### src/core/i2cst_pkg.sv
/*
  shared constants of the i2c status and scl timing block: register offsets,
  field positions, reset values, special addresses and counter width.
  assumes a 32-bit axi4-lite register bus with byte addressing.
*/
package i2cst_pkg;
  localparam int AXI_AW = 8;
  localparam logic [7:0] OFF_CTRL = 8'h00;
  localparam logic [7:0] OFF_OWN_ADDR = 8'h04;
  localparam logic [7:0] OFF_IRQ_STAT = 8'h08;
  localparam logic [7:0] OFF_IRQ_MASK = 8'h0C;
  localparam logic [7:0] OFF_BUS_STATUS_SECOND = 8'h18;
  localparam logic [7:0] OFF_MASTER_SCL_TIMING = 8'h1C;
  localparam logic [1:0] RESP_OKAY = 2'h0;
  localparam logic [1:0] RESP_SLVERR = 2'h2;
  // control register bits
  localparam int CTRL_EN_BIT = 0;
  localparam int CTRL_PEC_BIT = 1;
  localparam int CTRL_ARP_BIT = 2;
  localparam int CTRL_HTS_BIT = 3;
  // own address register fields
  localparam int OA1_LSB = 0;
  localparam int OA2_LSB = 8;
  // bus_status_second fields
  localparam int ST_MASTER_BIT = 0;
  localparam int ST_BUSY_BIT = 1;
  localparam int ST_DIR_BIT = 2;
  localparam int ST_GC_BIT = 4;
  localparam int ST_DFLT_BIT = 5;
  localparam int ST_HDR_BIT = 6;
  localparam int ST_DUAL_BIT = 7;
  localparam int ST_PEC_LSB = 8;
  // master_scl_timing fields
  localparam int TM_DIV_LSB = 0;
  localparam int TM_DIV_W = 12;
  localparam int TM_DUTY_BIT = 14;
  localparam int TM_SPEED_BIT = 15;
  localparam logic [15:0] TM_RESET = 16'h0000;
  // interrupt status bits
  localparam int IRQ_W = 3;
  localparam int IRQ_STOP_BIT = 0;
  localparam int IRQ_MATCH_BIT = 1;
  localparam int IRQ_ARB_BIT = 2;
  // special seven-bit addresses
  localparam logic [6:0] GENERAL_CALL_ADDR = 7'h00;
  localparam logic [6:0] SMBUS_DEFAULT_ADDR = 7'h61;
  localparam logic [6:0] SMBUS_HOST_HEADER_ADDR = 7'h08;
  // scl counter width and phase multipliers
  localparam int SCL_CNT_W = 16;
  localparam logic [15:0] FAST_D1_HIGH_MUL = 16'h0009;
  localparam logic [15:0] FAST_D1_LOW_MUL = 16'h0010;
  localparam logic [15:0] FAST_D0_LOW_MUL = 16'h0002;
endpackage

### src/core/i2cst_scl_gen.sv
/*
  master scl phase generator: counts high and low phases in peripheral clock
  cycles from the divider, speed and duty settings.
  assumes run comes from same-clock logic; releases scl while not running.
*/
`timescale 1ns/10ps
module i2cst_scl_gen (
  input wire logic aclk,
  input wire logic aresetn,
  input wire logic run,
  input wire logic [i2cst_pkg::TM_DIV_W-1:0] scl_divider,
  input wire logic speed_select,
  input wire logic fast_duty_select,
  output logic scl_oe
);
  typedef struct packed {
    logic low;
    logic [i2cst_pkg::SCL_CNT_W-1:0] cnt;
  } i2cst_gen_s;

  i2cst_gen_s r;
  i2cst_gen_s n;
  logic [i2cst_pkg::SCL_CNT_W-1:0] div_w;
  logic [i2cst_pkg::SCL_CNT_W-1:0] high_len;
  logic [i2cst_pkg::SCL_CNT_W-1:0] low_len;
  logic [i2cst_pkg::SCL_CNT_W-1:0] cur_len;

  assign div_w = {{(i2cst_pkg::SCL_CNT_W - i2cst_pkg::TM_DIV_W){1'b0}}, scl_divider};

  always_comb begin
    high_len = div_w;
    low_len = div_w;
    if (speed_select) begin
      if (fast_duty_select) begin
        high_len = div_w * i2cst_pkg::FAST_D1_HIGH_MUL;
        low_len = div_w * i2cst_pkg::FAST_D1_LOW_MUL;
      end else begin
        low_len = div_w * i2cst_pkg::FAST_D0_LOW_MUL;
      end
    end
    cur_len = r.low ? low_len : high_len;
  end

  always_comb begin
    n = r;
    // divider zero would wrap the length compare into 65536-cycle phases; keep scl released
    if (!run || scl_divider == '0) begin
      n.low = 1'b0;
      n.cnt = '0;
    end else if (r.cnt >= cur_len - 1'b1) begin
      n.low = ~r.low;
      n.cnt = '0;
    end else begin
      n.cnt = r.cnt + 1'b1;
    end
  end

  always_ff @(posedge aclk) begin
    if (!aresetn) begin
      r <= '0;
    end else begin
      r <= n;
    end
  end

  assign scl_oe = r.low;
endmodule

### src/core/i2cst_top.sv
/*
  i2c status and master scl timing block: second status register, scl
  timing register, own control, own addresses, interrupt status and mask,
  all over an axi4-lite slave; drives scl low through an open-drain enable.
  assumes the byte engine of the controller sits on the same clock and
  pulses master_start, stop_gen, arb_lost and addr_done; sda and scl pins
  are asynchronous and are synchronised here.
*/
// The AXI4-Lite register port was chosen for this implementation.
// Overview of operation
// - bit 0 of the second status reads 1 as bus master and 0 as slave.
// - the master flag clears on a generated stop, lost arbitration or disable.
// - bus busy sets while sda or scl is low and clears after a stop on the bus.
// - bit 2 follows the address read/write bit, 1 meaning this end transmits.
// - the direction flag clears on stop, repeated start, lost arbitration or disable.
// - bit 4 sets in slave mode on the general call address, cleared on stop, restart or disable.
// - bit 5 sets in slave mode with address resolution on the smbus default address, same clears.
// - bit 6 sets in slave mode on the smbus host header with host type and resolution on.
// - bit 7 reads 0 for a first own address match and 1 for a second, same clears.
// - with packet checking on, bits 15:8 show the computed check value.
// - in standard mode scl high and low each last divider clock periods.
// - in fast mode with duty 0, high is divider periods and low twice that.
// - in fast mode with duty 1, high is 9 and low 16 times the divider periods.
// - timing bit 15 picks fast over standard, bit 14 picks the fast duty.
`timescale 1ns/10ps
module i2cst_top (
  input wire logic aclk,
  input wire logic aresetn,
  input wire logic [i2cst_pkg::AXI_AW-1:0] awaddr,
  input wire logic awvalid,
  output logic awready,
  input wire logic [31:0] wdata,
  input wire logic [3:0] wstrb,
  input wire logic wvalid,
  output logic wready,
  output logic [1:0] bresp,
  output logic bvalid,
  input wire logic bready,
  input wire logic [i2cst_pkg::AXI_AW-1:0] araddr,
  input wire logic arvalid,
  output logic arready,
  output logic [31:0] rdata,
  output logic [1:0] rresp,
  output logic rvalid,
  input wire logic rready,
  input wire logic sda_i,
  input wire logic scl_i,
  output logic scl_o,
  output logic scl_oe,
  input wire logic master_start,
  input wire logic stop_gen,
  input wire logic arb_lost,
  input wire logic addr_done,
  input wire logic [7:0] addr_byte,
  input wire logic [7:0] pec_value,
  output logic irq
);
  typedef struct packed {
    logic sda_s1;
    logic sda_s2;
    logic sda_s3;
    logic scl_s1;
    logic scl_s2;
    logic scl_s3;
    logic awready;
    logic wready;
    logic bvalid;
    logic [1:0] bresp;
    logic arready;
    logic rvalid;
    logic [1:0] rresp;
    logic [31:0] rdata;
    logic en;
    logic pec_en;
    logic arp_en;
    logic hts;
    logic [6:0] oa1;
    logic [6:0] oa2;
    logic [15:0] timing;
    logic master;
    logic busy;
    logic dir;
    logic gc;
    logic dflt;
    logic hdr;
    logic dual;
    logic [7:0] pec;
    logic [i2cst_pkg::IRQ_W-1:0] ist;
    logic [i2cst_pkg::IRQ_W-1:0] imask;
    logic irq;
  } i2cst_top_s;

  i2cst_top_s r;
  i2cst_top_s n;
  logic start_seen;
  logic stop_seen;
  logic stop_any;
  logic rstart;
  logic slv_addr;
  logic [6:0] a7;
  logic rw;
  logic flag_clr;
  logic dir_clr;
  logic wr_hs;
  logic rd_hs;
  logic [15:0] status2;
  logic [i2cst_pkg::IRQ_W-1:0] ist_set;
  logic match_any;

  // only the synchronised copies feed the detectors
  assign start_seen = r.scl_s2 & r.scl_s3 & r.sda_s3 & ~r.sda_s2;
  assign stop_seen = r.scl_s2 & r.scl_s3 & ~r.sda_s3 & r.sda_s2;
  assign stop_any = stop_seen | stop_gen;
  assign rstart = start_seen & r.busy;
  assign a7 = addr_byte[7:1];
  assign rw = addr_byte[0];
  assign slv_addr = addr_done & ~r.master & r.en;
  assign flag_clr = stop_any | rstart | ~r.en;
  assign dir_clr = flag_clr | arb_lost;
  assign wr_hs = awvalid & r.awready & wvalid & r.wready;
  assign rd_hs = arvalid & r.arready;
  // own-address part only; the special-address part comes from the flag updates
  assign match_any = (a7 == r.oa1) | (a7 == r.oa2);

  always_comb begin
    status2 = '0;
    status2[i2cst_pkg::ST_MASTER_BIT] = r.master;
    status2[i2cst_pkg::ST_BUSY_BIT] = r.busy;
    status2[i2cst_pkg::ST_DIR_BIT] = r.dir;
    status2[i2cst_pkg::ST_GC_BIT] = r.gc;
    status2[i2cst_pkg::ST_DFLT_BIT] = r.dflt;
    status2[i2cst_pkg::ST_HDR_BIT] = r.hdr;
    status2[i2cst_pkg::ST_DUAL_BIT] = r.dual;
    status2[i2cst_pkg::ST_PEC_LSB +: 8] = r.pec;
  end

  always_comb begin
    n = r;
    ist_set = '0;
    n.sda_s1 = sda_i;
    n.sda_s2 = r.sda_s1;
    n.sda_s3 = r.sda_s2;
    n.scl_s1 = scl_i;
    n.scl_s2 = r.scl_s1;
    n.scl_s3 = r.scl_s2;

    // role: clears take priority, the engine never pulses both at once
    if (!r.en || stop_gen || arb_lost) begin
      n.master = 1'b0;
    end else if (master_start) begin
      n.master = 1'b1;
    end

    n.busy = ~r.sda_s2 | ~r.scl_s2 | (r.busy & ~stop_seen);

    if (dir_clr) begin
      n.dir = 1'b0;
    end else if (addr_done && r.en) begin
      // a master reading receives, a slave being read transmits
      n.dir = r.master ? ~rw : rw;
    end

    if (flag_clr) begin
      n.gc = 1'b0;
      n.dflt = 1'b0;
      n.hdr = 1'b0;
      n.dual = 1'b0;
    end else if (slv_addr) begin
      n.gc = (a7 == i2cst_pkg::GENERAL_CALL_ADDR) & ~rw;
      n.dflt = r.arp_en & (a7 == i2cst_pkg::SMBUS_DEFAULT_ADDR);
      n.hdr = r.arp_en & r.hts & (a7 == i2cst_pkg::SMBUS_HOST_HEADER_ADDR);
      n.dual = (a7 == r.oa2) & (a7 != r.oa1);
    end

    n.pec = r.pec_en ? pec_value : 8'h00;

    ist_set[i2cst_pkg::IRQ_STOP_BIT] = stop_seen;
    ist_set[i2cst_pkg::IRQ_MATCH_BIT] = slv_addr & ~flag_clr & (match_any | n.gc | n.dflt | n.hdr);
    ist_set[i2cst_pkg::IRQ_ARB_BIT] = arb_lost & r.master;

    // write channel: ready pulses one cycle while both valids are held
    n.awready = 1'b0;
    n.wready = 1'b0;
    if (!r.awready && !r.bvalid && awvalid && wvalid) begin
      n.awready = 1'b1;
      n.wready = 1'b1;
    end
    if (r.bvalid && bready) begin
      n.bvalid = 1'b0;
    end
    n.ist = r.ist;
    if (wr_hs) begin
      n.bvalid = 1'b1;
      n.bresp = i2cst_pkg::RESP_OKAY;
      case (awaddr)
        i2cst_pkg::OFF_CTRL: begin
          if (wstrb[0]) begin
            n.en = wdata[i2cst_pkg::CTRL_EN_BIT];
            n.pec_en = wdata[i2cst_pkg::CTRL_PEC_BIT];
            n.arp_en = wdata[i2cst_pkg::CTRL_ARP_BIT];
            n.hts = wdata[i2cst_pkg::CTRL_HTS_BIT];
          end
        end
        i2cst_pkg::OFF_OWN_ADDR: begin
          if (wstrb[0]) begin
            n.oa1 = wdata[i2cst_pkg::OA1_LSB +: 7];
          end
          if (wstrb[1]) begin
            n.oa2 = wdata[i2cst_pkg::OA2_LSB +: 7];
          end
        end
        i2cst_pkg::OFF_IRQ_STAT: begin
          if (wstrb[0]) begin
            n.ist = r.ist & ~wdata[i2cst_pkg::IRQ_W-1:0];
          end
        end
        i2cst_pkg::OFF_IRQ_MASK: begin
          if (wstrb[0]) begin
            n.imask = wdata[i2cst_pkg::IRQ_W-1:0];
          end
        end
        i2cst_pkg::OFF_BUS_STATUS_SECOND: begin
          n.bresp = i2cst_pkg::RESP_OKAY;
        end
        i2cst_pkg::OFF_MASTER_SCL_TIMING: begin
          if (wstrb[0]) begin
            n.timing[7:0] = wdata[7:0];
          end
          if (wstrb[1]) begin
            n.timing[15:8] = wdata[15:8];
          end
          n.timing[13:12] = 2'h0;
        end
        default: begin
          n.bresp = i2cst_pkg::RESP_SLVERR;
        end
      endcase
    end
    // a new event beats a simultaneous write-one clear
    n.ist = n.ist | ist_set;
    n.irq = |(n.ist & n.imask);

    n.arready = 1'b0;
    if (!r.arready && !r.rvalid && arvalid) begin
      n.arready = 1'b1;
    end
    if (r.rvalid && rready) begin
      n.rvalid = 1'b0;
    end
    if (rd_hs) begin
      n.rvalid = 1'b1;
      n.rresp = i2cst_pkg::RESP_OKAY;
      n.rdata = 32'h0000_0000;
      case (araddr)
        i2cst_pkg::OFF_CTRL: begin
          n.rdata[i2cst_pkg::CTRL_EN_BIT] = r.en;
          n.rdata[i2cst_pkg::CTRL_PEC_BIT] = r.pec_en;
          n.rdata[i2cst_pkg::CTRL_ARP_BIT] = r.arp_en;
          n.rdata[i2cst_pkg::CTRL_HTS_BIT] = r.hts;
        end
        i2cst_pkg::OFF_OWN_ADDR: begin
          n.rdata[i2cst_pkg::OA1_LSB +: 7] = r.oa1;
          n.rdata[i2cst_pkg::OA2_LSB +: 7] = r.oa2;
        end
        i2cst_pkg::OFF_IRQ_STAT: begin
          n.rdata[i2cst_pkg::IRQ_W-1:0] = r.ist;
        end
        i2cst_pkg::OFF_IRQ_MASK: begin
          n.rdata[i2cst_pkg::IRQ_W-1:0] = r.imask;
        end
        i2cst_pkg::OFF_BUS_STATUS_SECOND: begin
          n.rdata[15:0] = status2;
        end
        i2cst_pkg::OFF_MASTER_SCL_TIMING: begin
          n.rdata[15:0] = r.timing;
        end
        default: begin
          n.rresp = i2cst_pkg::RESP_SLVERR;
        end
      endcase
    end
  end

  always_ff @(posedge aclk) begin
    if (!aresetn) begin
      r <= '0;
      r.sda_s1 <= 1'b1;
      r.sda_s2 <= 1'b1;
      r.sda_s3 <= 1'b1;
      r.scl_s1 <= 1'b1;
      r.scl_s2 <= 1'b1;
      r.scl_s3 <= 1'b1;
      r.timing <= i2cst_pkg::TM_RESET;
    end else begin
      r <= n;
    end
  end

  i2cst_scl_gen u_scl_gen (
    .aclk(aclk),
    .aresetn(aresetn),
    .run(r.master & r.en),
    .scl_divider(r.timing[i2cst_pkg::TM_DIV_LSB +: i2cst_pkg::TM_DIV_W]),
    .speed_select(r.timing[i2cst_pkg::TM_SPEED_BIT]),
    .fast_duty_select(r.timing[i2cst_pkg::TM_DUTY_BIT]),
    .scl_oe(scl_oe)
  );

  // open drain: the pin is only ever pulled low
  assign scl_o = 1'b0;
  assign awready = r.awready;
  assign wready = r.wready;
  assign bresp = r.bresp;
  assign bvalid = r.bvalid;
  assign arready = r.arready;
  assign rdata = r.rdata;
  assign rresp = r.rresp;
  assign rvalid = r.rvalid;
  assign irq = r.irq;
endmodule

### config.mk
export PLATFORM = sky130hd
export DESIGN_NAME = i2cst_top
export DESIGN_NICKNAME = d
export VERILOG_FILES = /design/src/core/i2cst_pkg.sv /design/src/core/i2cst_scl_gen.sv /design/src/core/i2cst_top.sv
export SDC_FILE = /design/constraint.sdc
export NUM_CORES = 1
export LEC_CHECK = 0
export ABC_AREA = 1
export BUFFER_PORTS_ARGS = -buffer_cell sky130_fd_sc_hd__buf_2
export CORE_AREA = 2 2 159 99
export DETAILED_ROUTE_END_ITERATION = 10
export DIE_AREA = 0 0 161 101
export GPL_TIMING_DRIVEN = 1
export PLACE_DENSITY = 0.67
export SYNTH_ARGS = -nofsm -noshare
export SYNTH_HDL_FRONTEND = slang
export SYNTH_HIERARCHICAL = 1
export SYNTH_SLANG_ARGS = --single-unit
### constraint.sdc
create_clock -name aclk -period 4.4 [get_ports aclk]
set_input_delay 0.66 -clock aclk [delete_from_list [all_inputs] [get_ports aclk]]
set_output_delay 0.66 -clock aclk [all_outputs]
set_load 0.02 [all_outputs]
**Word-level counts from Yosys, hierarchy flattened**

Index checks and enable logic that the tools add are counted.

- Add/sub/neg operators: 2
- Multipliers: 1
- Order comparisons: 1
- Equality and inequality tests: 15
- Mux-type cells: 27
- Bitwise logic cells: 46
- Reductions and logical operators: 37

Operators with widths:

| operator | count |
|---|---|
| two-way mux 16 bit | 5 |
| two-way mux 35 bit | 1 |
| == test 8 x 4 -> 1 bit (second input constant) | 4 |
| == test 8 x 5 -> 1 bit (second input constant) | 4 |
| bitwise AND 1 bit | 22 |
| case mux 7 bit (3 select lines) | 1 |
| case mux 3 bit (6 select lines) | 1 |
| adder 16 x 1 -> 16 bit (second input constant) | 1 |
| == test 8 x 3 -> 1 bit (second input constant) | 2 |
| >= comparator 16 bit | 1 |
| zero test 8 bit | 2 |
| multiplier 12 x 4 -> 16 bit (second input constant) | 1 |
| subtractor 16 x 1 -> 16 bit (second input constant) | 1 |
| two-way mux 3 bit | 5 |
| AND reduction 3 bit | 5 |
| == test 7 bit | 2 |
| zero test 12 bit | 1 |
| OR reduction 6 bit | 2 |
| inverter 1 bit | 10 |
| OR 1 bit | 10 |
| case mux 3 bit (3 select lines) | 1 |
| logical AND 1 bit | 8 |
| two-way mux 4 bit | 2 |
| OR reduction 2 bit | 4 |
| 17 further kinds | 33 |

- Bits in registers: 102
- Input bits: 81
- Output and inout bits: 44
- Logic and storage cells: 164

**Logic depth before layout (Yosys ltp)**

Gate-level depths: netlist of the first run.

- Depth in word-level cells: 14
- Depth in mapped cells: 27
- Depth with buffers taken out: 27

**By module**

The synthesis of the first run kept the hierarchy.

By module, submodules not included:

| module | times used | cells each | area an instance (um^2) | seq. area each (um^2) |
|---|---|---|---|---|
| i2cst_top | 1 | 575 | 3,993.8 | 1,641.6 |
| i2cst_scl_gen | 1 | 423 | 2,648.8 | 340.3 |

**Least setup slack after synthesis of the first run**

Ideal clock, no wire load.

- Path type: reg-to-reg
- Start point: register r[23] (netlist bit)
- End point: register u_scl_gen/r[15] (netlist bit)
- Setup time: 128 ps
- Arrival time: 3,589 ps
- Data required time: 4,272 ps
- Path slack: 683 ps
- Stages on the path, launching flop included: 23
- Buffers on the path: 1
- Period minus slack after synthesis: 3,717 ps
- Cell sequence: dfxtp_1 -> ha_1 -> ha_1 -> fa_1 -> nand2_1 -> nand2_1 -> nand4_1 -> nand3b_1 -> nand3_1 -> nand2_1 -> a21oi_1 -> nand4_1 -> nand2_1 -> inv_1 -> ha_1 -> nand2_1 -> inv_1 -> nand3_1 -> nor3_1 -> nand3_1 -> nand4_1 -> clkbuf_1 -> nor2_1

- Word-level cells in the longest chain between the ends: 7

RTL lines:

| item | RTL line | RTL |
|---|---|---|
| from (decl) | i2cst_top.sv:93 | `i2cst_top_s r;` |
| from (signal assigned) | i2cst_top.sv:295 | `r <= n;` |
| multiplier 12 x 4 -> 16 bit | i2cst_scl_gen.sv:35 | `high_len = div_w * i2cst_pkg::FAST_D1_HIGH_MUL;` |
| two-way mux 16 bit | i2cst_scl_gen.sv:34 | `if (fast_duty_select) begin` |
| two-way mux 16 bit | i2cst_scl_gen.sv:33 | `if (speed_select) begin` |
| two-way mux 16 bit | i2cst_scl_gen.sv:41 | `cur_len = r.low ? low_len : high_len;` |
| subtractor 16 x 1 -> 16 bit | i2cst_scl_gen.sv:50 | `end else if (r.cnt >= cur_len - 1'b1) begin` |
| >= comparator 16 bit | i2cst_scl_gen.sv:50 |  |
| OR reduction 3 bit (no source line) * | -- |  |
| to (signal assigned) | i2cst_scl_gen.sv:62 | `r <= n;` |
| to (decl) | i2cst_scl_gen.sv:21 | `i2cst_gen_s r;` |

Mark *: on every way between the ends. The rest lies on a longest branch, timed or not.
A chain may end at the register's enable or synchronous reset.

**Worst setup path in the final report of the first run**

- Start point: register r[23] (netlist bit)
- End point: register u_scl_gen/r[14] (netlist bit)

The elaborated chain is that of the path after synthesis.

==> results of run 1 <==
==> stage by stage <==
step	power, mW	instances
floorplan	1.01	1016
CTS	1.85	1277
detailed placement	1.05	1261
global route	1.91	1277
finish	1.84	1277
global placement	1.05	1261
==> state kept, by name, summed over array words and instances, names as in the netlist <==
signal	cells
bvalid	1
u_scl_gen/scl_oe	1
n	4
bresp	1
awready	1
rdata	16
arready	1
rvalid	1
u_scl_gen/r	16
irq	1
rresp	1
r	55
==> synthesized netlist by cell type, types with 3 or more instances <==
library cell	n
nor2_1	81
dfxtp_1	99
ha_1	36
nand3_1	56
inv_2	6
nor4_1	3
buf_6	4
nor3_1	16
inv_1	115
nand4_1	16
nand2_1	284
a21oi_1	82
nor2_4	5
nor3_2	3
clkbuf_1	9
buf_4	39
xor2_1	14
or2_2	7
nand2_2	10
o21ai_0	30
o211ai_1	4
o21ai_1	11
nand3_2	5
o21ai_2	3
o22ai_1	5
a211oi_1	4
nor2_2	8
nand3b_1	4
buf_2	5
xnor2_1	8
==> power groups by stage <==
stage | Combinational (mW) | Clock (mW) | Sequential (mW)
2_1_floorplan | 0.0815 | 0 | 0.928
3_5_place_dp | 0.121 | 0 | 0.927
5_1_grt | 0.135 | 0.866 | 0.908
3_3_place_gp | 0.120 | 0 | 0.927
6_report | 0.122 | 0.810 | 0.906
4_1_cts | 0.121 | 0.824 | 0.906
==> final cells by class <==
type / count / area, sq um
fillers: 1511 / 7490
multi-input cells: 734 / 3840
flip-flops and latches: 99 / 1980
repair buffers: 100 / 533
inverters: 125 / 478
well taps: 203 / 254
clock buffers: 9 / 225
clock inverters: 7 / 80.1
==> routing by layer <==
layer,track usage,routed length [um],vias to the layer above
met5,0,0,-
met4,0.0337,66,0
met3,0.0457,1980,5
met2,0.311,6460,294
met1,0.379,9640,2867
li1,-,-,3307
==> cells by family (layout without fill, tap and decap cells) <==
family | Yosys count | count (layout) | synth area share
AOI/OAI and AO/OA | 148 | 148 | 0.121
xor gates and xnor gates | 22 | 22 | 0.0290
adders and majority gates | 37 | 37 | 0.0708
buffers and inverters | 183 | 241 | 0.134
DFF | 99 | 99 | 0.298
other | 1 | 19 | 0.000565
and+or+nand+nor | 508 | 508 | 0.346
==> worst max path at each step <==
stage	startpoint	to	slack (ns)	cells past startpoint
floorplan	r[23]	u_scl_gen/r[15]	0.68	22
finish	r[23]	u_scl_gen/r[14]	0.44	24
global placement	r[23]	u_scl_gen/r[14]	0.53	22
global route	r[23]	u_scl_gen/r[14]	0.06	26
detailed placement	r[25]	u_scl_gen/r[14]	0.44	22
CTS	r[25]	u_scl_gen/r[14]	0.42	22
==> out/results.tsv, run 1 <==
stage	metric	value	unit
global_routing	total global-route track usage	0.233	
worst_hold_path	hold endpoint	n[97]	
setup_path	critical path arrival	4.19	ns
synth	Netlist Area Pre-Place	6640	sq um
synth	Avg Cell Area, Syn	6.66	sq um
timing	Final Max Slew Viols	0	
setup_path	R2R Path Start	r[23]	
finish	layout cells sized above 1	0.164	
global_routing	maximum number of pins on one net before global-route repair	47	
route	WL/cell	14.2	um
floorplanning	Die ar.	16300	sq um
place	placed instance area	7090	sq um
power_and_ir_drop	Leak Pwr	3.64	nW
setup_path	worst path buffer plus inverter count	3	
finish	commonest non-fill, non-tap cell in the layout	nand2_1	
timing	PnR worst setup slack	0.444	ns
setup_path	R2R Setup Slk	0.44	ns
clock_tree	Post-CTS Hold Fix Bufs	0	
worst_hold_path	hold_sp	n[98]	
clock_tree	Clock Pin Slew Worst Setup and Hold Paths	0.08	ns
worst_hold_path	Hold Crit Depth	1	
setup_path	slowest stage delay, CP	0.44	ns
place	gpl congestion	0.938	
power_and_ir_drop	switch share	0.268	
place	port buffer count	87	
clock_tree	cts bufs inserted	9	
setup_path	CP endpoint kind	register	
finish	P&R area growth vs syn	11.3	%
place	Post-DP HPWL	14.2	mm
timing	RSZ-0062 raised after global routing	no	
route	vias	6473	
route	Post-Route WL	18.1	mm
timing	# setup viols final	0	
timing	final hold slack	0.419	ns
timing	maximum clock rate	253	MHz
clock_tree	worst skew pair latency	0.35	ns
setup_path	CP top delay family	simple AND/OR/NAND/NOR gates	
setup_path	CP max-delay cell	fa_1	
synth	top-area cell type share of the netlist area	0.298	
finish	n_diodes	0	
timing	setup_tns	0	ns
floorplanning	Core Box Area	14900	sq um
clock_tree	CTS root buffer	clkbuf_16	
setup_path	R2R depth	24	
route	Final ANT Viol Nets	0	
job	maxcap violations	0	
floorplanning	I/O Pins	125	
clock_tree	Gates resized, CTS repair	0	
power_and_ir_drop	Clk pwr share	0.441	
power_and_ir_drop	Max VDD drop	160	uV
global_routing	first-pass GRT wire length	30.2	mm
floorplanning	row count	35	
synth	top area cells in the synthesized netlist	dfxtp_1 (30%), nand2_1 (16%), ha_1 (6.8%)	
finish	most frequent cells in the layout	nand2_1 (284), inv_1 (115), dfxtp_1 (98)	
synth	sequential area share after synthesis	0.298	
finish	Finished Cell Area	7400	sq um
finish	post-layout net count	1187	
clock_tree	Post-CTS Setup Inserts	0	
worst_hold_path	Worst Hold Class	reg -> reg	
synth	EDFF count, synth	0	
setup_path	worst path required time	4.64	ns
setup_path	critical path class	reg -> reg	
clock_tree	CTS tree	done	
clock_tree	htree depth	3	
synth	cell taking the most area after synthesis	dfxtp_1	
setup_path	startpoint types	register	
route	vias per cell	5.07	
setup_path	most frequent CP cell	nand2_1	
synth	post-synthesis cell count	998	
global_routing	vias in the first global route	5738	
setup_path	RR Endpoint	u_scl_gen/r[14]	
clock_tree	Clock Sinks	99	
timing	Worst Tran Pin Value	0.828	ns
synth	unique cell type count in the Yosys netlist	52	
global_routing	gr ovfl total	0	
route	DR DRC count	0	
clock_tree	Longest Clk Path Bufs	2	
floorplanning	chip width	161	um
power_and_ir_drop	Power per Cell Area	249	nW/um^2
timing	Tmin final	3.96	ns
synth	#FFs+latches synth	99	
setup_path	critical-path maximum fanout	16	
synth	main flop type after synthesis	dfxtp_1	
power_and_ir_drop	Internal Power	1.35	mW
timing	crit share post-route	0.899	
place	Post-Place Setup Slack	0.438	ns
power_and_ir_drop	combinational share of power	0.066	
floorplanning	Initial Utilization	0.446	
timing	clk_skew	0.00987	ns
power_and_ir_drop	Psw	0.493	mW
global_routing	initial antenna violation count	0	
synth	asr flop ratio synth	0	
route	drt pass-1 iters	6	
floorplanning	die height	101	um
power_and_ir_drop	part of the power in registers	0.493	
timing	Slew headroom	0.447	
synth	Synth warnings	6	
finish	post-layout util	0.497	
route	DRT iter0 DRCs	580	
timing	Final Hold Violating Endpoints	0	
setup_path	worst-path cell chain	ha_1 -> ha_1 -> fa_1 -> nand2_1 -> nand2_1 -> nand3_1 -> nand3_1 -> nand3_1 -> nand2_1 -> nand2_1 -> nand2_1 -> nor2_4 -> nand4_1 -> nand2_1 -> inv_1 -> ha_1 -> nand2_1 -> inv_1 -> nand3_1 -> nor3_1 -> nand3_1 -> nand4_1 -> buf_4 -> nor3_1	
status	outcome	finished, final reports clean	
No activity file was read; power rests on OpenSTA's default activity.
==> run 2: changes to the inputs <==
- CORE_AREA: 2 2 159 99 -> 2 2 152 95
- DIE_AREA: 0 0 161 101 -> 0 0 154 97
- PLACE_DENSITY: 0.67 -> 0.72
==> run 2 against run 1 <==
Effect of this change:
- via count up 2.8%
- non-clock buffer count down 2
- first-iteration DRC count up 10%
- maximum frequency down 0.35%
- core utilization up 5.1 points
- combinational power about the same
- sequential power about the same
- critical path depth unchanged
- cell area down 0.58%
- clock skew down 0.0032 ns
- global-route usage up 1.9 points
- die area down 8.1%
- critical endpoint is now u_scl_gen/r[10]
- largest power group unchanged
- highest routed layer unchanged
==> out/results.tsv, run 2 (synthesized netlist as in run 1, its figures left out) <==
stage	metric	value	unit	change
clock_tree	Clock Pin Slew Worst Setup and Hold Paths	0.08	ns	about the same
setup_path	most frequent CP cell	nand2_1		unchanged
timing	Worst Tran Pin Value	0.848	ns	was 0.828 ns
place	port buffer count	87		unchanged
finish	number of fill cells	1361		was 1511
clock_tree	Longest Clk Path Bufs	2		unchanged
timing	Final Hold Violating Endpoints	0		unchanged
route	Final ANT Viol Nets	0		unchanged
setup_path	critical path class	reg -> reg		unchanged
timing	Tmin final	3.97	ns	was 3.96 ns
route	DRT iter0 DRCs	639		was 580
place	gpl congestion	0.974		was 0.938
setup_path	worst path required time	4.66	ns	was 4.64 ns
setup_path	critical-path maximum fanout	16		unchanged
setup_path	CP top delay family	simple AND/OR/NAND/NOR gates		unchanged
finish	P&R area growth vs syn	10.7	%	was 11.3%
floorplanning	row count	33		was 35
power_and_ir_drop	Power per Cell Area	253	nW/um^2	was 249 nW/um^2
global_routing	gr ovfl total	0		unchanged
setup_path	worst-path cell chain	ha_1 -> ha_1 -> fa_2 -> nand2_1 -> nand2_1 -> nand3_1 -> nand3_1 -> nand3_1 -> nand2_1 -> nand2_1 -> nand2_1 -> nor2_4 -> nand4_1 -> nand2_1 -> inv_1 -> ha_1 -> nand2_1 -> inv_1 -> nand3_1 -> inv_1 -> a21oi_1 -> nand4_1 -> buf_4 -> a211oi_1		was ha_1 -> ha_1 -> fa_1 -> nand2_1 -> nand2_1 -> nand3_1 -> nand3_1 -> nand3_1 -> nand2_1 -> nand2_1 -> nand2_1 -> nor2_4 -> nand4_1 -> nand2_1 -> inv_1 -> ha_1 -> nand2_1 -> inv_1 -> nand3_1 -> nor3_1 -> nand3_1 -> nand4_1 -> buf_4 -> nor3_1
worst_hold_path	hold_sp	n[101]		was n[98]
floorplanning	chip width	154	um	was 161 um
route	vias	6656		was 6473
worst_hold_path	Worst Hold Class	reg -> reg		unchanged
setup_path	critical path arrival	4.23	ns	was 4.19 ns
finish	max reg flops	55		unchanged
clock_tree	cts bufs inserted	9		unchanged
clock_tree	CTS root buffer	clkbuf_16		unchanged
place	Post-DP HPWL	14.2	mm	about the same
timing	clk_skew	0.00670	ns	was 0.00987 ns
setup_path	startpoint types	register		unchanged
job	maxcap violations	0		unchanged
setup_path	CP Launch Point	r[23]		unchanged
global_routing	total global-route track usage	0.252		was 0.233
place	Post-Place Setup Slack	0.357	ns	was 0.438 ns
timing	RSZ-0062 raised after global routing	no		unchanged
timing	Slew headroom	0.434		was 0.447
route	drt pass-1 iters	5		was 6
clock_tree	CTS tree	done		unchanged
timing	maximum clock rate	252	MHz	was 253 MHz
status	outcome	finished, final reports clean		unchanged
timing	# setup viols final	0		unchanged
setup_path	CP endpoint kind	register		unchanged
setup_path	CP max-delay cell	fa_2		was fa_1
timing	setup_tns	0	ns	unchanged
floorplanning	Die ar.	14900	sq um	was 16300 sq um
finish	post-layout net count	1185		was 1187
global_routing	initial antenna violation count	0		unchanged
floorplanning	Core Box Area	13400	sq um	was 14900 sq um
setup_path	slowest stage delay, CP	0.41	ns	was 0.44 ns
global_routing	vias in the first global route	6052		was 5738
clock_tree	Clock Sinks	99		unchanged
route	WL/cell	14.7	um	was 14.2 um
clock_tree	worst skew pair latency	0.36	ns	was 0.35 ns
route	Post-Route WL	18.3	mm	was 18.1 mm
route	DR DRC count	0		unchanged
setup_path	Crit. path cell count	24		unchanged
finish	most frequent cells in the layout	nand2_1 (284), inv_1 (115), dfxtp_1 (98)		unchanged
clock_tree	Post-CTS Hold Fix Bufs	0		unchanged
global_routing	maximum number of pins on one net before global-route repair	47		unchanged
worst_hold_path	Hold Crit Depth	1		unchanged
clock_tree	htree depth	3		unchanged
global_routing	first-pass GRT wire length	30.3	mm	was 30.2 mm
finish	layout cells sized above 1	0.164		about the same
finish	Reg with most FFs	r		unchanged
floorplanning	die height	97	um	was 101 um
setup_path	R2R Path Start	r[23]		unchanged
setup_path	worst path buffer plus inverter count	4		was 3
timing	Final Max Slew Viols	0		unchanged
clock_tree	Post-CTS Setup Inserts	0		unchanged
power_and_ir_drop	Max VDD drop	176	uV	was 160 uV
power_and_ir_drop	Leak Pwr	3.62	nW	was 3.64 nW
finish	n_diodes	0		unchanged
timing	PnR worst setup slack	0.430	ns	was 0.444 ns
floorplanning	I/O Pins	125		unchanged
clock_tree	Gates resized, CTS repair	0		unchanged
setup_path	R2R depth	24		unchanged
timing	crit share post-route	0.902		was 0.899
finish	commonest non-fill, non-tap cell in the layout	nand2_1		unchanged
floorplanning	Initial Utilization	0.495		was 0.446
route	vias per cell	5.34		was 5.07
-- run 2: cell types whose count changed in the layout (fill, tap and decap cells not counted) --
cell and change:
buf_4 -2, clkinv_4 -2, fa_1 -1, fa_2 +1, inv_6 +2, nor3_1 -1
nor3_2 +1
-- run 2: worst reg2reg max path, delay by kind of cell, from the launching register on --
family	cells	cell delay, ns
DFF	1	0.32
buffers and inverters	4	0.36
and+or+nand+nor	14	1.52
AOI/OAI and AO/OA	2	0.42
adders and majority gates	4	1.28
-- run 2: where the power goes --
| group | internal, mW | switching [mW] |
|---|---|---|
| combinational | 0.0395 | 0.0851 |
| sequential | 0.902 | 0.00370 |
| clock | 0.407 | 0.423 |
| total | 1.35 | 0.512 |
-- run 2: final timing paths --
check | endpoint | slack [ns]
worst max-delay path | u_scl_gen/r[10] | 0.43
worst min-delay path | n[100] | 0.42
worst max register to register | u_scl_gen/r[10] | 0.43
worst min register to register | n[100] | 0.42
-- run 2: stage by stage --
stage / cells / util / hold slack (ns) / area (sq um) / power [mW]
2_1_floorplan: 1016 / - / 0.393 / 6710 / 1.01
3_3_place_gp: 1231 / 0.524 / 0.403 / 7040 / 1.05
3_5_place_dp: 1231 / 0.524 / 0.408 / 7040 / 1.05
4_1_cts: 1247 / 0.547 / 0.425 / 7340 / 1.87
5_1_grt: 1247 / 0.548 / 0.459 / 7350 / 1.92
6_report: 1247 / 0.548 / 0.421 / 7350 / 1.86
-- run 2: metal layers --
| layer | part of all wire | track usage |
|---|---|---|
| met5 | 0 | 0 |
| met4 | 0.013 | 0.0590 |
| met3 | 0.11 | 0.0582 |
| met2 | 0.36 | 0.332 |
| met1 | 0.52 | 0.402 |
-- run 2: layout make-up --
type	count	area [sq um]	area share
Multi-Input combinational cell	734	3850	0.524
Sequential cell	99	1980	0.270
Inverter	125	478	0.0650
Timing Repair Buffer	98	518	0.0704
Tap cell	175	219	0.0298
Clock inverter	7	80.1	0.0109
Clock buffer	9	225	0.0306
==> run 3: changes to the inputs <==
- CORE_AREA: 2 2 152 95 -> 2 2 149 93
- DIE_AREA: 0 0 154 97 -> 0 0 151 95
- PLACE_DENSITY: 0.72 -> 0.73
- SYNTH_HIERARCHICAL: 1 -> default
==> run 3 against run 2 <==
Effect of this change:
- power down 1.9%
- cell area down 3.9%
- hold slack worse by 0.0049 ns
- non-clock buffer count down 7
- largest power group unchanged
- critical path type unchanged
- synthesized area down 3.8%
- flip-flop and latch count unchanged
- die area down 4.0%
- critical endpoint is now u_scl_gen.r[9]
- setup slack worse by 0.077 ns
- combinational power down 6%
- maximum frequency down 1.9%
- register-to-register slack worse by 0.08 ns
- routed wire length down 8.7%
==> out/results.tsv, run 3 <==
stage	metric	value	unit	change
worst_hold_path	hold_sp	n[98]		was n[101]
timing	Worst Tran Pin Value	1.00	ns	was 0.848 ns
floorplanning	Core Box Area	13100	sq um	was 13400 sq um
clock_tree	Longest Clk Path Bufs	2		unchanged
setup_path	CP Launch Point	r[23]		unchanged
route	Final ANT Viol Nets	0		unchanged
floorplanning	Die ar.	14300	sq um	was 14900 sq um
power_and_ir_drop	total power	1.82	mW	was 1.86 mW
setup_path	CP endpoint kind	register		unchanged
synth	Synth Area in Compound Gates	0.142		was 0.121
route	Post-Route WL	16.7	mm	was 18.3 mm
floorplanning	die height	95	um	was 97 um
timing	setup_tns	0	ns	unchanged
synth	Netlist Area Pre-Place	6390	sq um	was 6640 sq um
synth	adder-cell share of the synthesized area	0.0736		was 0.0708
status	outcome	finished, final reports clean		unchanged
synth	EDFF count, synth	0		unchanged
synth	asr flop ratio synth	0		unchanged
setup_path	critical path class	reg -> reg		unchanged
timing	RSZ-0062 raised after global routing	no		unchanged
timing	clk_skew	0.0114	ns	was 0.00670 ns
finish	post-layout net count	1110		was 1185
global_routing	maximum number of pins on one net before global-route repair	43		was 47
setup_path	startpoint types	register		unchanged
synth	XOR/XNOR Fraction of Synth Area	0.0411		was 0.0290
clock_tree	Post-CTS Setup Inserts	0		unchanged
synth	#FFs+latches synth	99		unchanged
synth	post-synthesis mux area share	0		unchanged
finish	n_diodes	0		unchanged
clock_tree	CTS root buffer	clkbuf_16		unchanged
synth	cell taking the most area after synthesis	dfxtp_1		unchanged
route	vias per cell	5.27		was 5.34
floorplanning	I/O Pins	125		unchanged
route	vias	6178		was 6656
clock_tree	CTS tree	done		unchanged
power_and_ir_drop	Max VDD drop	182	uV	was 176 uV
synth	unique cell type count in the Yosys netlist	54		was 52
place	placed instance area	6760	sq um	was 7040 sq um
finish	max reg flops	55		unchanged
route	DR DRC count	0		unchanged
global_routing	initial antenna violation count	0		unchanged
clock_tree	Clock Sinks	99		unchanged
job	maxcap violations	0		unchanged
finish	commonest non-fill, non-tap cell in the layout	nand2_1		unchanged
finish	layout cells sized above 1	0.148		was 0.164
finish	Reg with most FFs	r		unchanged
setup_path	worst path required time	4.67	ns	was 4.66 ns
floorplanning	Initial Utilization	0.487		was 0.495
timing	Final Max Slew Viols	0		unchanged
timing	Tmin final	4.05	ns	was 3.97 ns
floorplanning	chip width	151	um	was 154 um
worst_hold_path	Worst Hold Class	reg -> reg		unchanged
place	port buffer count	87		unchanged
global_routing	total global-route track usage	0.243		was 0.252
synth	sequential area share after synthesis	0.310		was 0.298
synth	Commonest cells post-synth	nand2_1 (212), inv_1 (108), dfxtp_1 (99), nor2_1 (97), a21oi_1 (67)		was nand2_1 (284), inv_1 (115), dfxtp_1 (99), a21oi_1 (82), nor2_1 (81)
clock_tree	cts bufs inserted	9		unchanged
timing	crit share post-route	0.920		was 0.902
synth	Synth warnings	0		was 6
global_routing	vias in the first global route	5399		was 6052
power_and_ir_drop	Leak Pwr	3.46	nW	was 3.62 nW
synth	post-synthesis cell count	931		was 998
floorplanning	row count	33		unchanged
place	gpl congestion	0.953		was 0.974
synth	top area cells in the synthesized netlist	dfxtp_1 (31%), nand2_1 (12%), ha_1 (7.1%)		was dfxtp_1 (30%), nand2_1 (16%), ha_1 (6.8%)
synth	largest family of logic cells by synthesized area	simple AND/OR/NAND/NOR gates		unchanged
synth	main flop type after synthesis	dfxtp_1		unchanged
setup_path	critical path arrival	4.31	ns	was 4.23 ns
timing	maximum clock rate	247	MHz	was 252 MHz
timing	Final Hold Violating Endpoints	0		unchanged
synth	Synth Area in Simple Gates	0.305		was 0.346
finish	P&R area growth vs syn	10.6	%	was 10.7%
synth	Avg Cell Area, Syn	6.86	sq um	was 6.66 sq um
global_routing	first-pass GRT wire length	27.2	mm	was 30.3 mm
clock_tree	worst skew pair latency	0.35	ns	was 0.36 ns
finish	most frequent cells in the layout	nand2_1 (212), inv_1 (108), nor2_1 (97), dfxtp_1 (97), buf_2 (87)		was nand2_1 (284), inv_1 (115), dfxtp_1 (98)
power_and_ir_drop	Power per Cell Area	258	nW/um^2	was 253 nW/um^2
global_routing	gr ovfl total	0		unchanged
finish	Finished Cell Area	7070	sq um	was 7350 sq um
route	drt pass-1 iters	5		unchanged
timing	PnR worst setup slack	0.353	ns	was 0.430 ns
setup_path	critical-path maximum fanout	16		unchanged
synth	top-area cell type share of the netlist area	0.310		was 0.298
clock_tree	htree depth	3		unchanged
clock_tree	Clock Pin Slew Worst Setup and Hold Paths	0.08	ns	about the same
route	DRT iter0 DRCs	539		was 639
route	WL/cell	14.3	um	was 14.7 um
timing	Slew headroom	0.331		was 0.434
timing	# setup viols final	0		unchanged
synth	most frequent cell after synthesis	nand2_1		unchanged
setup_path	R2R Path Start	r[23]		unchanged
finish	post-layout util	0.538		was 0.548
place	Post-DP HPWL	13.0	mm	was 14.2 mm
place	Post-Place Setup Slack	0.281	ns	was 0.357 ns
[run 3: critical path, stage by stage (launching register included)]
cell	delay (ns)
dfxtp_1	0.34
ha_1	0.30
ha_1	0.23
fa_1	0.46
nand2_1	0.09
nand2_1	0.10
nand3_1	0.13
nand2_1	0.06
nand2_1	0.06
nand3_1	0.07
nand2_1	0.08
nand2_1	0.05
nand2_1	0.16
nand2_1	0.11
nor2_1	0.16
nand2_1	0.07
nand2_1	0.06
nand2_1	0.05
ha_1	0.28
a21oi_1	0.17
o21ai_0	0.12
a21oi_1	0.15
nand3_1	0.14
or2_4	0.34
nor3b_1	0.19
[run 3: timing repair]
action / in CTS / in global routing
gates resized for setup: 0 / 5
setup endpoints to repair: 0 / 16
hold buffers: 0 / 0
[run 3: kinds of logic after synthesis]
group | after synthesis
other | 1
DFF | 99
AOI/OAI and AO/OA | 163
and+or+nand+nor | 431
adders and majority gates | 37
buffers and inverters | 170
xor gates and xnor gates | 30
[run 3: cell type report]
class                           count  area (sq um)
Inverter                          111           424
Fill cell                        1288          6060
Clock buffer                        9           225
Multi-Input combinational cell    680          3680
Tap cell                          175           219
Clock inverter                      7          72.6
Timing Repair Buffer               91           465
Sequential cell                    99          1980
[run 3: stage by stage]
step,hold slack [ns],instances
after floorplan,0.393,949
after global placement,0.393,1156
after detailed placement,0.399,1156
after CTS,0.420,1172
after global routing,0.446,1172
final,0.417,1172
[run 3: worst paths after layout]
check / slack [ns] / endpoint / cells past startpoint
worst max-delay path: 0.35 / u_scl_gen.r[9] / 24
worst min-delay path: 0.42 / n[97] / 1
worst max register to register: 0.35 / u_scl_gen.r[9] / 24
worst min register to register: 0.42 / n[97] / 1
[run 3: layer usage]
layer | global-route usage | wire [um]
met1 | 0.377 | 8690
met2 | 0.320 | 6020
met3 | 0.0754 | 1850
met4 | 0.0498 | 179
met5 | 0 | 0
[run 3: where the power goes]
group,switching (mW),internal (mW)
registers,0.00446,0.903
logic,0.0776,0.0392
clock network,0.401,0.399
total,0.483,1.34
